File: config.mk
export PLATFORM = sky130hd
export DESIGN_NAME = ple_loop_regs
export DESIGN_NICKNAME = d
export VERILOG_FILES = /design/src/include/ple_pkg.sv /design/src/verilog/ple_energy_pd.sv /design/src/verilog/ple_err_counter.sv /design/src/verilog/ple_loop_regs.sv
export SDC_FILE = /design/constraint.sdc
export NUM_CORES = 1
export LEC_CHECK = 0
export ABC_AREA = 1
export BUFFER_PORTS_ARGS = -buffer_cell sky130_fd_sc_hd__buf_2
export CAP_MARGIN = 30
export CORE_MARGIN = 2
export CORE_UTILIZATION = 60
export DETAILED_ROUTE_END_ITERATION = 8
export HOLD_SLACK_MARGIN = 0.08
export PLACE_DENSITY = 0.85
export SLEW_MARGIN = 20
export SYNTH_ARGS = -nofsm -noshare
export SYNTH_HDL_FRONTEND = slang
export SYNTH_HIERARCHICAL = 1
export SYNTH_SLANG_ARGS = --single-unit
File: constraint.sdc
create_clock -name clock -period 2.32 [get_ports clock]
set_input_delay 0.464 -clock clock [delete_from_list [all_inputs] [get_ports clock]]
set_output_delay 0.464 -clock clock [all_outputs]
set_load 0.01 [all_outputs]
File: src/include/ple_pkg.sv
package ple_pkg;

  ////////////////////////////////////////////////////////////////////////////
  // clock
  localparam int unsigned PLE_CLOCK_HZ = 25_000_000;

  ////////////////////////////////////////////////////////////////////////////
  // register offsets on the management interface
  localparam logic [4:0] PLE_OFS_LOOP_CTRL = 5'h13;
  localparam logic [4:0] PLE_OFS_ERR_COUNT = 5'h14;
  localparam logic [4:0] PLE_OFS_ENERGY_CTRL = 5'h15;

  ////////////////////////////////////////////////////////////////////////////
  // reset values and writable masks
  localparam logic [15:0] PLE_LOOP_CTRL_RESET = 16'h1041;
  localparam logic [15:0] PLE_ERR_COUNT_RESET = 16'h0000;
  localparam logic [15:0] PLE_ENERGY_CTRL_RESET = 16'h0000;
  localparam logic [15:0] PLE_LOOP_CTRL_WMASK = 16'h16C1;
  localparam logic [15:0] PLE_ENERGY_CTRL_WMASK = 16'h000C;

  ////////////////////////////////////////////////////////////////////////////
  // field positions
  localparam int PLE_BIT_ALL_DIGITAL_LOOP = 12;
  localparam int PLE_BIT_LINE_DRIVER_LOOP = 10;
  localparam int PLE_BIT_FAR_END_LOOP = 9;
  localparam int PLE_BIT_CABLE_LOOP = 7;
  localparam int PLE_BIT_LOOP_TX_SUPPRESS = 6;
  localparam int PLE_BIT_LOOP_LINK_OK = 0;
  localparam int PLE_BIT_ENERGY_PD_ENABLE = 3;
  localparam int PLE_BIT_PD_PULSE_ENABLE = 2;
  localparam int PLE_BIT_IN_ENERGY_PD = 1;

  ////////////////////////////////////////////////////////////////////////////
  // timing
  localparam int unsigned PLE_ENERGY_IDLE_S = 3;
  localparam int unsigned PLE_ENERGY_IDLE_CYCLES = PLE_ENERGY_IDLE_S * PLE_CLOCK_HZ;
  localparam int unsigned PLE_PULSE_PERIOD_MS = 1000;
  localparam int unsigned PLE_PULSE_PERIOD_CYCLES = PLE_PULSE_PERIOD_MS * (PLE_CLOCK_HZ / 1000);
  localparam logic [1:0] PLE_STRAP_SETTLE_CYCLES = 2'h3;

  ////////////////////////////////////////////////////////////////////////////
  // power-down states
  typedef enum logic {
    PLE_PD_AWAKE = 1'b0,
    PLE_PD_ASLEEP = 1'b1
  } ple_pd_state_type;

endpackage

File: src/verilog/ple_energy_pd.sv
`timescale 1ns/1ps
`default_nettype none

module ple_energy_pd
  import ple_pkg::*;
#(
  parameter int unsigned IDLE_CYCLES = PLE_ENERGY_IDLE_CYCLES,
  parameter int unsigned PULSE_CYCLES = PLE_PULSE_PERIOD_CYCLES
) (
  input wire logic clock,
  input wire logic rst_b,
  input wire logic enable,
  input wire logic pulse_enable,
  input wire logic energy_seen,
  output logic in_powerdown_q,
  output logic wake_pulse_q
);

  ////////////////////////////////////////////////////////////////////////////
  // idle timer and pulse period timer share one counter
  ple_pd_state_type state_q;
  ple_pd_state_type state_d;
  logic [31:0] count_q;
  logic [31:0] count_d;
  logic wake_pulse_d;

  wire abort = !enable || energy_seen;
  wire idle_done = count_q == (IDLE_CYCLES - 32'd1);
  wire pulse_done = count_q == (PULSE_CYCLES - 32'd1);
  wire [31:0] count_plus = count_q + 32'd1;

  always_comb begin
    state_d = state_q;
    count_d = 32'd0;
    wake_pulse_d = 1'b0;
    unique case (state_q)
      PLE_PD_AWAKE: begin
        if (!abort && idle_done) begin
          state_d = PLE_PD_ASLEEP;
        end else if (!abort) begin
          count_d = count_plus;
        end
      end
      PLE_PD_ASLEEP: begin
        if (abort) begin
          state_d = PLE_PD_AWAKE;
        end else if (pulse_enable && pulse_done) begin
          wake_pulse_d = 1'b1;
        end else if (pulse_enable) begin
          count_d = count_plus;
        end
      end
    endcase
  end

  always_ff @(posedge clock) begin
    if (!rst_b) begin
      state_q <= PLE_PD_AWAKE;
      count_q <= 32'd0;
      wake_pulse_q <= 1'b0;
      in_powerdown_q <= 1'b0;
    end else begin
      state_q <= state_d;
      count_q <= count_d;
      wake_pulse_q <= wake_pulse_d;
      in_powerdown_q <= state_d == PLE_PD_ASLEEP;
    end
  end

endmodule

`default_nettype wire

File: src/verilog/ple_err_counter.sv
`timescale 1ns/1ps
`default_nettype none

module ple_err_counter
  import ple_pkg::*;
#(
  parameter int WIDTH = 16
) (
  input wire logic clock,
  input wire logic rst_b,
  input wire logic count_enable,
  input wire logic error_pulse,
  input wire logic clear_on_read,
  output logic [WIDTH-1:0] count_q
);

  ////////////////////////////////////////////////////////////////////////////
  // counting, saturating at all ones
  logic [WIDTH-1:0] count_d;
  wire increment = count_enable & error_pulse;
  wire at_max = &count_q;
  wire [WIDTH-1:0] count_plus = count_q + {{(WIDTH-1){1'b0}}, 1'b1};
  wire [WIDTH-1:0] one_value = {{(WIDTH-1){1'b0}}, 1'b1};

  // an error in the cycle of the read is kept as the new count
  assign count_d = clear_on_read ? (increment ? one_value : '0) :
                   (increment && !at_max) ? count_plus : count_q;

  always_ff @(posedge clock) begin
    if (!rst_b) begin
      count_q <= PLE_ERR_COUNT_RESET[WIDTH-1:0];
    end else begin
      count_q <= count_d;
    end
  end

endmodule

`default_nettype wire

File: src/verilog/ple_loop_regs.sv
`timescale 1ns/1ps
`default_nettype none

// What this block does
// - With all-digital loop select set, MAC transmit data returns on MAC receive data.
// - All-digital loopback acts only while the base control loopback bit is also set.
// - With line driver loop select set, line driver loopback runs while loopback is on and all-digital loop select is clear.
// - With far-end loop enabled, the link up and base loopback clear, remote receive data is sent back to it.
// - Cable loop enable stops cancelling the own transmit signal, with base loopback clear.
// - Transmit suppress set mutes the media transmit signal during all-digital loopback.
// - Loop link-ok force set shows link status okay during MII loopback.
// - A 16-bit frame checker error count clears on each read of its register, to one if an error comes in the read cycle.
// - Energy power-down enable set enters power-down after seconds with no line energy.
// - The energy power-down enable takes its reset default from a strap pin.
// - Power-down pulse enable set sends periodic pulse bursts while powered down.
// - Loopback register resets to 0x1041, counter and energy register to zero.
// - A read-only bit shows 1 while in energy power-down and 0 otherwise.
// - The frame checker counts errors only while the diagnostics clock is enabled.
module ple_loop_regs
  import ple_pkg::*;
#(
  parameter int DATA_W = 8,
  parameter int unsigned ENERGY_IDLE_CYCLES = PLE_ENERGY_IDLE_CYCLES,
  parameter int unsigned PULSE_PERIOD_CYCLES = PLE_PULSE_PERIOD_CYCLES
) (
  input wire logic clock,
  input wire logic rst_b,
  input wire logic [4:0] mgmt_addr,
  input wire logic mgmt_wr,
  input wire logic mgmt_rd,
  input wire logic [15:0] mgmt_wdata,
  output logic [15:0] mgmt_rdata,
  output logic mgmt_rvalid,
  input wire logic ieee_loopback,
  input wire logic diagnostics_clock_enable,
  input wire logic link_up,
  input wire logic frame_check_error,
  input wire logic energy_detect_pin,
  input wire logic energy_pd_strap_pin,
  input wire logic pd_pulse_strap_pin,
  input wire logic [DATA_W-1:0] mac_txd,
  input wire logic mac_tx_en,
  input wire logic mac_tx_er,
  input wire logic [DATA_W-1:0] ana_rxd,
  input wire logic ana_rx_dv,
  input wire logic ana_rx_er,
  output logic [DATA_W-1:0] mac_rxd,
  output logic mac_rx_dv,
  output logic mac_rx_er,
  output logic [DATA_W-1:0] ana_txd,
  output logic ana_tx_en,
  output logic ana_tx_er,
  output logic all_digital_loop_active,
  output logic line_driver_loop_active,
  output logic far_end_loop_active,
  output logic cable_loop_active,
  output logic mdi_tx_suppress,
  output logic link_ok,
  output logic in_energy_powerdown,
  output logic powerdown_pulse_burst
);

  ////////////////////////////////////////////////////////////////////////////
  // address decode
  function automatic logic addr_hit(input logic [4:0] addr, input logic [4:0] ofs);
    addr_hit = addr == ofs;
  endfunction

  wire hit_loop = addr_hit(mgmt_addr, PLE_OFS_LOOP_CTRL);
  wire hit_count = addr_hit(mgmt_addr, PLE_OFS_ERR_COUNT);
  wire hit_energy = addr_hit(mgmt_addr, PLE_OFS_ENERGY_CTRL);
  wire wr_loop = mgmt_wr & hit_loop;
  wire wr_energy = mgmt_wr & hit_energy;
  wire rd_count = mgmt_rd & hit_count;

  ////////////////////////////////////////////////////////////////////////////
  // pin synchronisers
  localparam int NSYNC = 3;
  logic [NSYNC-1:0] pin_raw;
  logic [NSYNC-1:0] sync1_q;
  logic [NSYNC-1:0] sync2_q;

  assign pin_raw = {pd_pulse_strap_pin, energy_pd_strap_pin, energy_detect_pin};

  genvar gi;
  generate
    for (gi = 0; gi < NSYNC; gi++) begin : g_sync
      always_ff @(posedge clock) begin
        if (!rst_b) begin
          sync1_q[gi] <= 1'b0;
          sync2_q[gi] <= 1'b0;
        end else begin
          sync1_q[gi] <= pin_raw[gi];
          sync2_q[gi] <= sync1_q[gi];
        end
      end
    end
  endgenerate

  wire energy_seen = sync2_q[0];
  wire energy_strap = sync2_q[1];
  wire pulse_strap = sync2_q[2];

  ////////////////////////////////////////////////////////////////////////////
  // strap capture after reset release
  logic [1:0] strap_wait_q;
  logic strap_load_q;
  wire strap_last = strap_wait_q == 2'h1;

  always_ff @(posedge clock) begin
    if (!rst_b) begin
      strap_wait_q <= PLE_STRAP_SETTLE_CYCLES;
    end else begin
      strap_wait_q <= (strap_wait_q != 2'h0) ? strap_wait_q - 2'h1 : 2'h0;
    end
  end

  always_ff @(posedge clock) begin
    if (!rst_b) begin
      strap_load_q <= 1'b0;
    end else begin
      strap_load_q <= strap_last;
    end
  end

  ////////////////////////////////////////////////////////////////////////////
  // loopback control register
  logic [15:0] loop_ctrl_q;
  wire [15:0] loop_ctrl_d = wr_loop ? (mgmt_wdata & PLE_LOOP_CTRL_WMASK) : loop_ctrl_q;

  always_ff @(posedge clock) begin
    if (!rst_b) begin
      loop_ctrl_q <= PLE_LOOP_CTRL_RESET;
    end else begin
      loop_ctrl_q <= loop_ctrl_d;
    end
  end

  wire all_digital_loop_select = loop_ctrl_q[PLE_BIT_ALL_DIGITAL_LOOP];
  wire line_driver_loop_select = loop_ctrl_q[PLE_BIT_LINE_DRIVER_LOOP];
  wire far_end_loop_enable = loop_ctrl_q[PLE_BIT_FAR_END_LOOP];
  wire cable_loop_enable = loop_ctrl_q[PLE_BIT_CABLE_LOOP];
  wire loop_transmit_suppress = loop_ctrl_q[PLE_BIT_LOOP_TX_SUPPRESS];
  wire loop_link_ok_force = loop_ctrl_q[PLE_BIT_LOOP_LINK_OK];

  ////////////////////////////////////////////////////////////////////////////
  // energy detect control register
  logic energy_powerdown_enable_q;
  logic powerdown_pulse_enable_q;
  logic in_energy_powerdown_flag;
  logic pd_wake_pulse;

  always_ff @(posedge clock) begin
    if (!rst_b) begin
      energy_powerdown_enable_q <= PLE_ENERGY_CTRL_RESET[PLE_BIT_ENERGY_PD_ENABLE];
      powerdown_pulse_enable_q <= PLE_ENERGY_CTRL_RESET[PLE_BIT_PD_PULSE_ENABLE];
    end else if (wr_energy) begin
      energy_powerdown_enable_q <= mgmt_wdata[PLE_BIT_ENERGY_PD_ENABLE];
      powerdown_pulse_enable_q <= mgmt_wdata[PLE_BIT_PD_PULSE_ENABLE];
    end else if (strap_load_q) begin
      energy_powerdown_enable_q <= energy_strap;
      powerdown_pulse_enable_q <= pulse_strap;
    end
  end

  ////////////////////////////////////////////////////////////////////////////
  // frame checker error counter
  logic [15:0] err_count;

  ple_err_counter #(
    .WIDTH(16)
  ) u_err_counter (
    .clock(clock),
    .rst_b(rst_b),
    .count_enable(diagnostics_clock_enable),
    .error_pulse(frame_check_error),
    .clear_on_read(rd_count),
    .count_q(err_count)
  );

  ////////////////////////////////////////////////////////////////////////////
  // energy detect power-down
  ple_energy_pd #(
    .IDLE_CYCLES(ENERGY_IDLE_CYCLES),
    .PULSE_CYCLES(PULSE_PERIOD_CYCLES)
  ) u_energy_pd (
    .clock(clock),
    .rst_b(rst_b),
    .enable(energy_powerdown_enable_q),
    .pulse_enable(powerdown_pulse_enable_q),
    .energy_seen(energy_seen),
    .in_powerdown_q(in_energy_powerdown_flag),
    .wake_pulse_q(pd_wake_pulse)
  );

  ////////////////////////////////////////////////////////////////////////////
  // read path
  logic [15:0] energy_read;
  logic [15:0] read_value;

  always_comb begin
    energy_read = 16'h0000;
    energy_read[PLE_BIT_ENERGY_PD_ENABLE] = energy_powerdown_enable_q;
    energy_read[PLE_BIT_PD_PULSE_ENABLE] = powerdown_pulse_enable_q;
    energy_read[PLE_BIT_IN_ENERGY_PD] = in_energy_powerdown_flag;
  end

  assign read_value = hit_loop ? loop_ctrl_q :
                      hit_count ? err_count :
                      hit_energy ? energy_read : 16'h0000;

  always_ff @(posedge clock) begin
    if (!rst_b) begin
      mgmt_rdata <= 16'h0000;
    end else begin
      mgmt_rdata <= mgmt_rd ? read_value : mgmt_rdata;
    end
  end

  always_ff @(posedge clock) begin
    if (!rst_b) begin
      mgmt_rvalid <= 1'b0;
    end else begin
      mgmt_rvalid <= mgmt_rd;
    end
  end

  ////////////////////////////////////////////////////////////////////////////
  // loopback mode resolution
  wire all_dig_on = all_digital_loop_select & ieee_loopback;
  wire line_drv_on = line_driver_loop_select & ieee_loopback & ~all_digital_loop_select;
  wire far_end_on = far_end_loop_enable & link_up & ~ieee_loopback;
  wire cable_on = cable_loop_enable & ~ieee_loopback;
  wire suppress_on = all_dig_on & loop_transmit_suppress;
  wire link_ok_d = link_up | (ieee_loopback & loop_link_ok_force);

  ////////////////////////////////////////////////////////////////////////////
  // data path
  wire [DATA_W-1:0] rx_data_d = all_dig_on ? mac_txd : ana_rxd;
  wire rx_dv_d = all_dig_on ? mac_tx_en : ana_rx_dv;
  wire rx_er_d = all_dig_on ? mac_tx_er : ana_rx_er;
  wire [DATA_W-1:0] tx_data_d = far_end_on ? ana_rxd : mac_txd;
  wire tx_gate = ~suppress_on & ~in_energy_powerdown_flag;
  wire tx_en_d = (far_end_on ? ana_rx_dv : mac_tx_en) & tx_gate;
  wire tx_er_d = (far_end_on ? ana_rx_er : mac_tx_er) & tx_gate;

  always_ff @(posedge clock) begin
    if (!rst_b) begin
      mac_rxd <= '0;
      mac_rx_dv <= 1'b0;
      mac_rx_er <= 1'b0;
    end else begin
      mac_rxd <= rx_data_d;
      mac_rx_dv <= rx_dv_d;
      mac_rx_er <= rx_er_d;
    end
  end

  always_ff @(posedge clock) begin
    if (!rst_b) begin
      ana_txd <= '0;
      ana_tx_en <= 1'b0;
      ana_tx_er <= 1'b0;
    end else begin
      ana_txd <= tx_data_d;
      ana_tx_en <= tx_en_d;
      ana_tx_er <= tx_er_d;
    end
  end

  ////////////////////////////////////////////////////////////////////////////
  // mode and status outputs
  always_ff @(posedge clock) begin
    if (!rst_b) begin
      all_digital_loop_active <= 1'b0;
      line_driver_loop_active <= 1'b0;
      far_end_loop_active <= 1'b0;
      cable_loop_active <= 1'b0;
      mdi_tx_suppress <= 1'b0;
    end else begin
      all_digital_loop_active <= all_dig_on;
      line_driver_loop_active <= line_drv_on;
      far_end_loop_active <= far_end_on;
      cable_loop_active <= cable_on;
      mdi_tx_suppress <= suppress_on;
    end
  end

  ////////////////////////////////////////////////////////////////////////////
  // status outputs
  always_ff @(posedge clock) begin
    if (!rst_b) begin
      link_ok <= 1'b0;
      in_energy_powerdown <= 1'b0;
      powerdown_pulse_burst <= 1'b0;
    end else begin
      link_ok <= link_ok_d;
      in_energy_powerdown <= in_energy_powerdown_flag;
      powerdown_pulse_burst <= pd_wake_pulse;
    end
  end

endmodule

`default_nettype wire
==> results.toml <==
[clock_tree]
cts_hold_buf = 0
clk_path_buf_depth = 2
cts_setup_buffers = 0
clock_latency_ns = 0.39
cts.sinks = 112
cts_buffers = 9
cts_max_level = 3
cts_root_buf = "clkbuf_8"
clk_pin_slew_ns = 0.12
cts_resized = 0
tritoncts = "done"

[sta]
setup_violations = 0
tns_ns = 0
hold_viol_final = 0
clock.fmax_ghz = 0.520
fin_crit_sh_pct = 82.9
slew_headroom_pct = 56.8
fin_skew_ns = 0.0176
tightestPinTransition_ns = 0.645
slew_viol_final = 0
finalCriticalPeriod_ns = 1.92
rsz0062_at_grt = "false"

[pwr]
ir_drop_uv = 530
power-per-cell-area_nw_per_um2 = 561
power_leakage_nw = 2.65

[grt]
grt_pass1_vias = 5119
grtUsageTotal_pct = 28.4
grt_overflow = 0
grt_pass1_wl_mm = 23.0
gr-usage-met3_pct = 7.73
grt_start_max_net_pins = 36
grt.busiest_layer = "met2"
grtUsageMet1_pct = 38.3
antenna_found_initial = 0
met2_usage_pct = 45.4

[synthesis]
yosys-top-cells-area = "dfxtp_1 (41%), nand2_1 (14%), nor2_1 (10%), nand3_1 (6.6%), inv_1 (6.4%)"
syn-num-nets = 867
ys_dominant_reg_cell = "dfxtp_1"
async_flop_share_pct = 0
ys_seq_area_share_pct = 41.3
yosysMostFrequentCell = "nand2_1"
yosysWarningCount = 6
synth_cell_types = 35
syn_area_per_cell_sq_um = 6.68
synth_top_area_share_pct = 41.3
yosysTopAreaCell = "dfxtp_1"
syn_inst = 813
ys_top_cells_by_count = "nand2_1 (206), nor2_1 (150), dfxtp_1 (112), inv_1 (92), nand3_1 (72)"
ys_ff_latch = 112
synth_edf_count = 0
synth_area_sq_um = 5430

[worst_setup_path]
cp_data_arrival_time_ns = 2.19
r2r_cells = 8
endpoint_kind = "register"
required_ns = 2.59
r2r_slack_ns = 0.40
timing.rr.start = "u_err_counter/count_q[0]"
reg2reg_to = "u_err_counter/count_q[9]"
crit_path_max_fanout = 12
critPathKind = "reg2reg"
worst_setup_path_start_kind = "register"

[worst_hold_path]
hp-class = "in2reg"
min_delay_path_depth = 3
holdPathEnd = "sync1_q[2]"
hold_start = "pd_pulse_strap_pin"

[status]
run_status = "complete, no violations"

[layout]
drive_gt1_share_pct = 16.5
area.growth.synth_to_final_pct = 12.8
layout.filler_cells = 734
finalNonFillerCells = 1012
final_util_pct = 70.0
fin_area_sq_um = 6130
layout.nets = 953
antennaDiodeCount = 0

[routing]
dr.pass1.iters = 5
wl_mm = 13.5
first_iter_violations = 449
ant_nets = 0
vias = 5499
routedWlPerCell_um = 13.4
drc_errors = 0
via_per_inst = 5.43

[placement]
dp.cells = 996
gp_congestion = 0.981
placed_cell_area_sq_um = 5930
io_buffers = 88
hpwl_mm = 10.0

[floorplanning]
ioPinCount = 97
die_area_sq_um = 9830
rows = 34
fp.dieH_um = 99.2
coreArea_sq_um = 8760
die_w_um = 99.2
start_util_pct = 62.0

[flow_run]
drv_cap = 0
cell type report:
type,count,area (sq um),share of cell area [%]
Multi-Input combinational cell,586,2710,44.1
Clock buffer,9,124,2.02
Clock inverter,7,82.6,1.35
Sequential cell,112,2240,36.6
Inverter,97,365,5.96
Tap cell,108,135,2.20
Timing Repair Buffer,93,478,7.79
state kept, by name (all words and copies together) (netlist names), 2 cells and up:
signal and cells:
ana_txd 8, loop_ctrl_q 6, mac_rxd 8, mgmt_rdata 16
strap_wait_q 2, sync1_q 3, u_energy_pd/count_q 32, u_err_counter/count_q 16
where the power goes:
group | switching, mW | internal (mW)
Clock | 0.778 | 0.438
Combinational | 0.151 | 0.0873
Sequential | 0.0207 | 1.97
metal layers:
| layer | up-vias | part of all wire, % | wire length, um |
|---|---|---|---|
| met2 | 258 | 46 | 6170 |
| met5 | - | 0 | 0 |
| met3 | 29 | 9.8 | 1330 |
| met1 | 2475 | 43 | 5780 |
| li1 | 2737 | - | - |
| met4 | 0 | 1.7 | 236 |
cells by family (layout without fill, tap and decap cells):
| logic type | after synthesis | in the layout | synth area share (%) |
|---|---|---|---|
| adder cells (fa/ha/maj) | 2 | 2 | 0.460 |
| AND/OR/NAND/NOR | 494 | 494 | 39.6 |
| buffers and inverters | 115 | 206 | 8.96 |
| XOR/XNOR | 10 | 10 | 1.61 |
| flip-flops | 112 | 112 | 41.3 |
| AO/OA/AOI/OAI | 80 | 80 | 8.08 |
metrics by stage:
stage	power [mW]	setup WS, ns	hold slack [ns]
6_report	3.44	0.396	0.262
3_3_place_gp	2.26	0.502	0.394
4_1_cts	3.45	0.431	0.259
5_1_grt	3.57	0.242	0.266
2_1_floorplan	2.17	0.771	0.390
3_5_place_dp	2.27	0.419	0.406
worst max-delay path: stages (launching register included):
cell and delay [ns]:
dfxtp_1 0.42, ha_1 0.24, nand2_2 0.09, nor2_4 0.15
nand2_4 0.08, o21bai_4 0.33, nand2_2 0.27, nand2_1 0.14
o21ai_0 0.08
placed cells by master (no fill, tap or decap), types with 3 or more instances in the layout:
cell,count
a21oi_1,24
buf_2,88
buf_4,5
clkbuf_8,9
dfxtp_1,112
inv_1,92
inv_2,3
inv_8,4
nand2_1,206
nand2_2,12
nand3_1,72
nand3b_1,3
nand4_1,14
nor2_1,150
nor2_2,13
nor2_4,6
nor3_1,13
o211ai_1,3
o21ai_0,40
o21ai_1,6
o21bai_1,3
xnor2_1,3
xor2_1,7
worst max-delay path by stage:
stage / from / endpoint / slack (ns) / cells past startpoint
final: u_err_counter/count_q[0] / u_err_counter/count_q[9] / 0.40 / 8
after global routing: u_err_counter/count_q[1] / u_err_counter/count_q[11] / 0.24 / 8
after CTS: u_err_counter/count_q[1] / u_err_counter/count_q[9] / 0.43 / 8
after detailed placement: mgmt_addr[3] / u_err_counter/count_q[9] / 0.42 / 8
after global placement: mgmt_addr[3] / u_err_counter/count_q[11] / 0.50 / 8
after floorplan: mgmt_addr[3] / u_err_counter/count_q[10] / 0.77 / 9
Power figures use the tool's default switching activity.
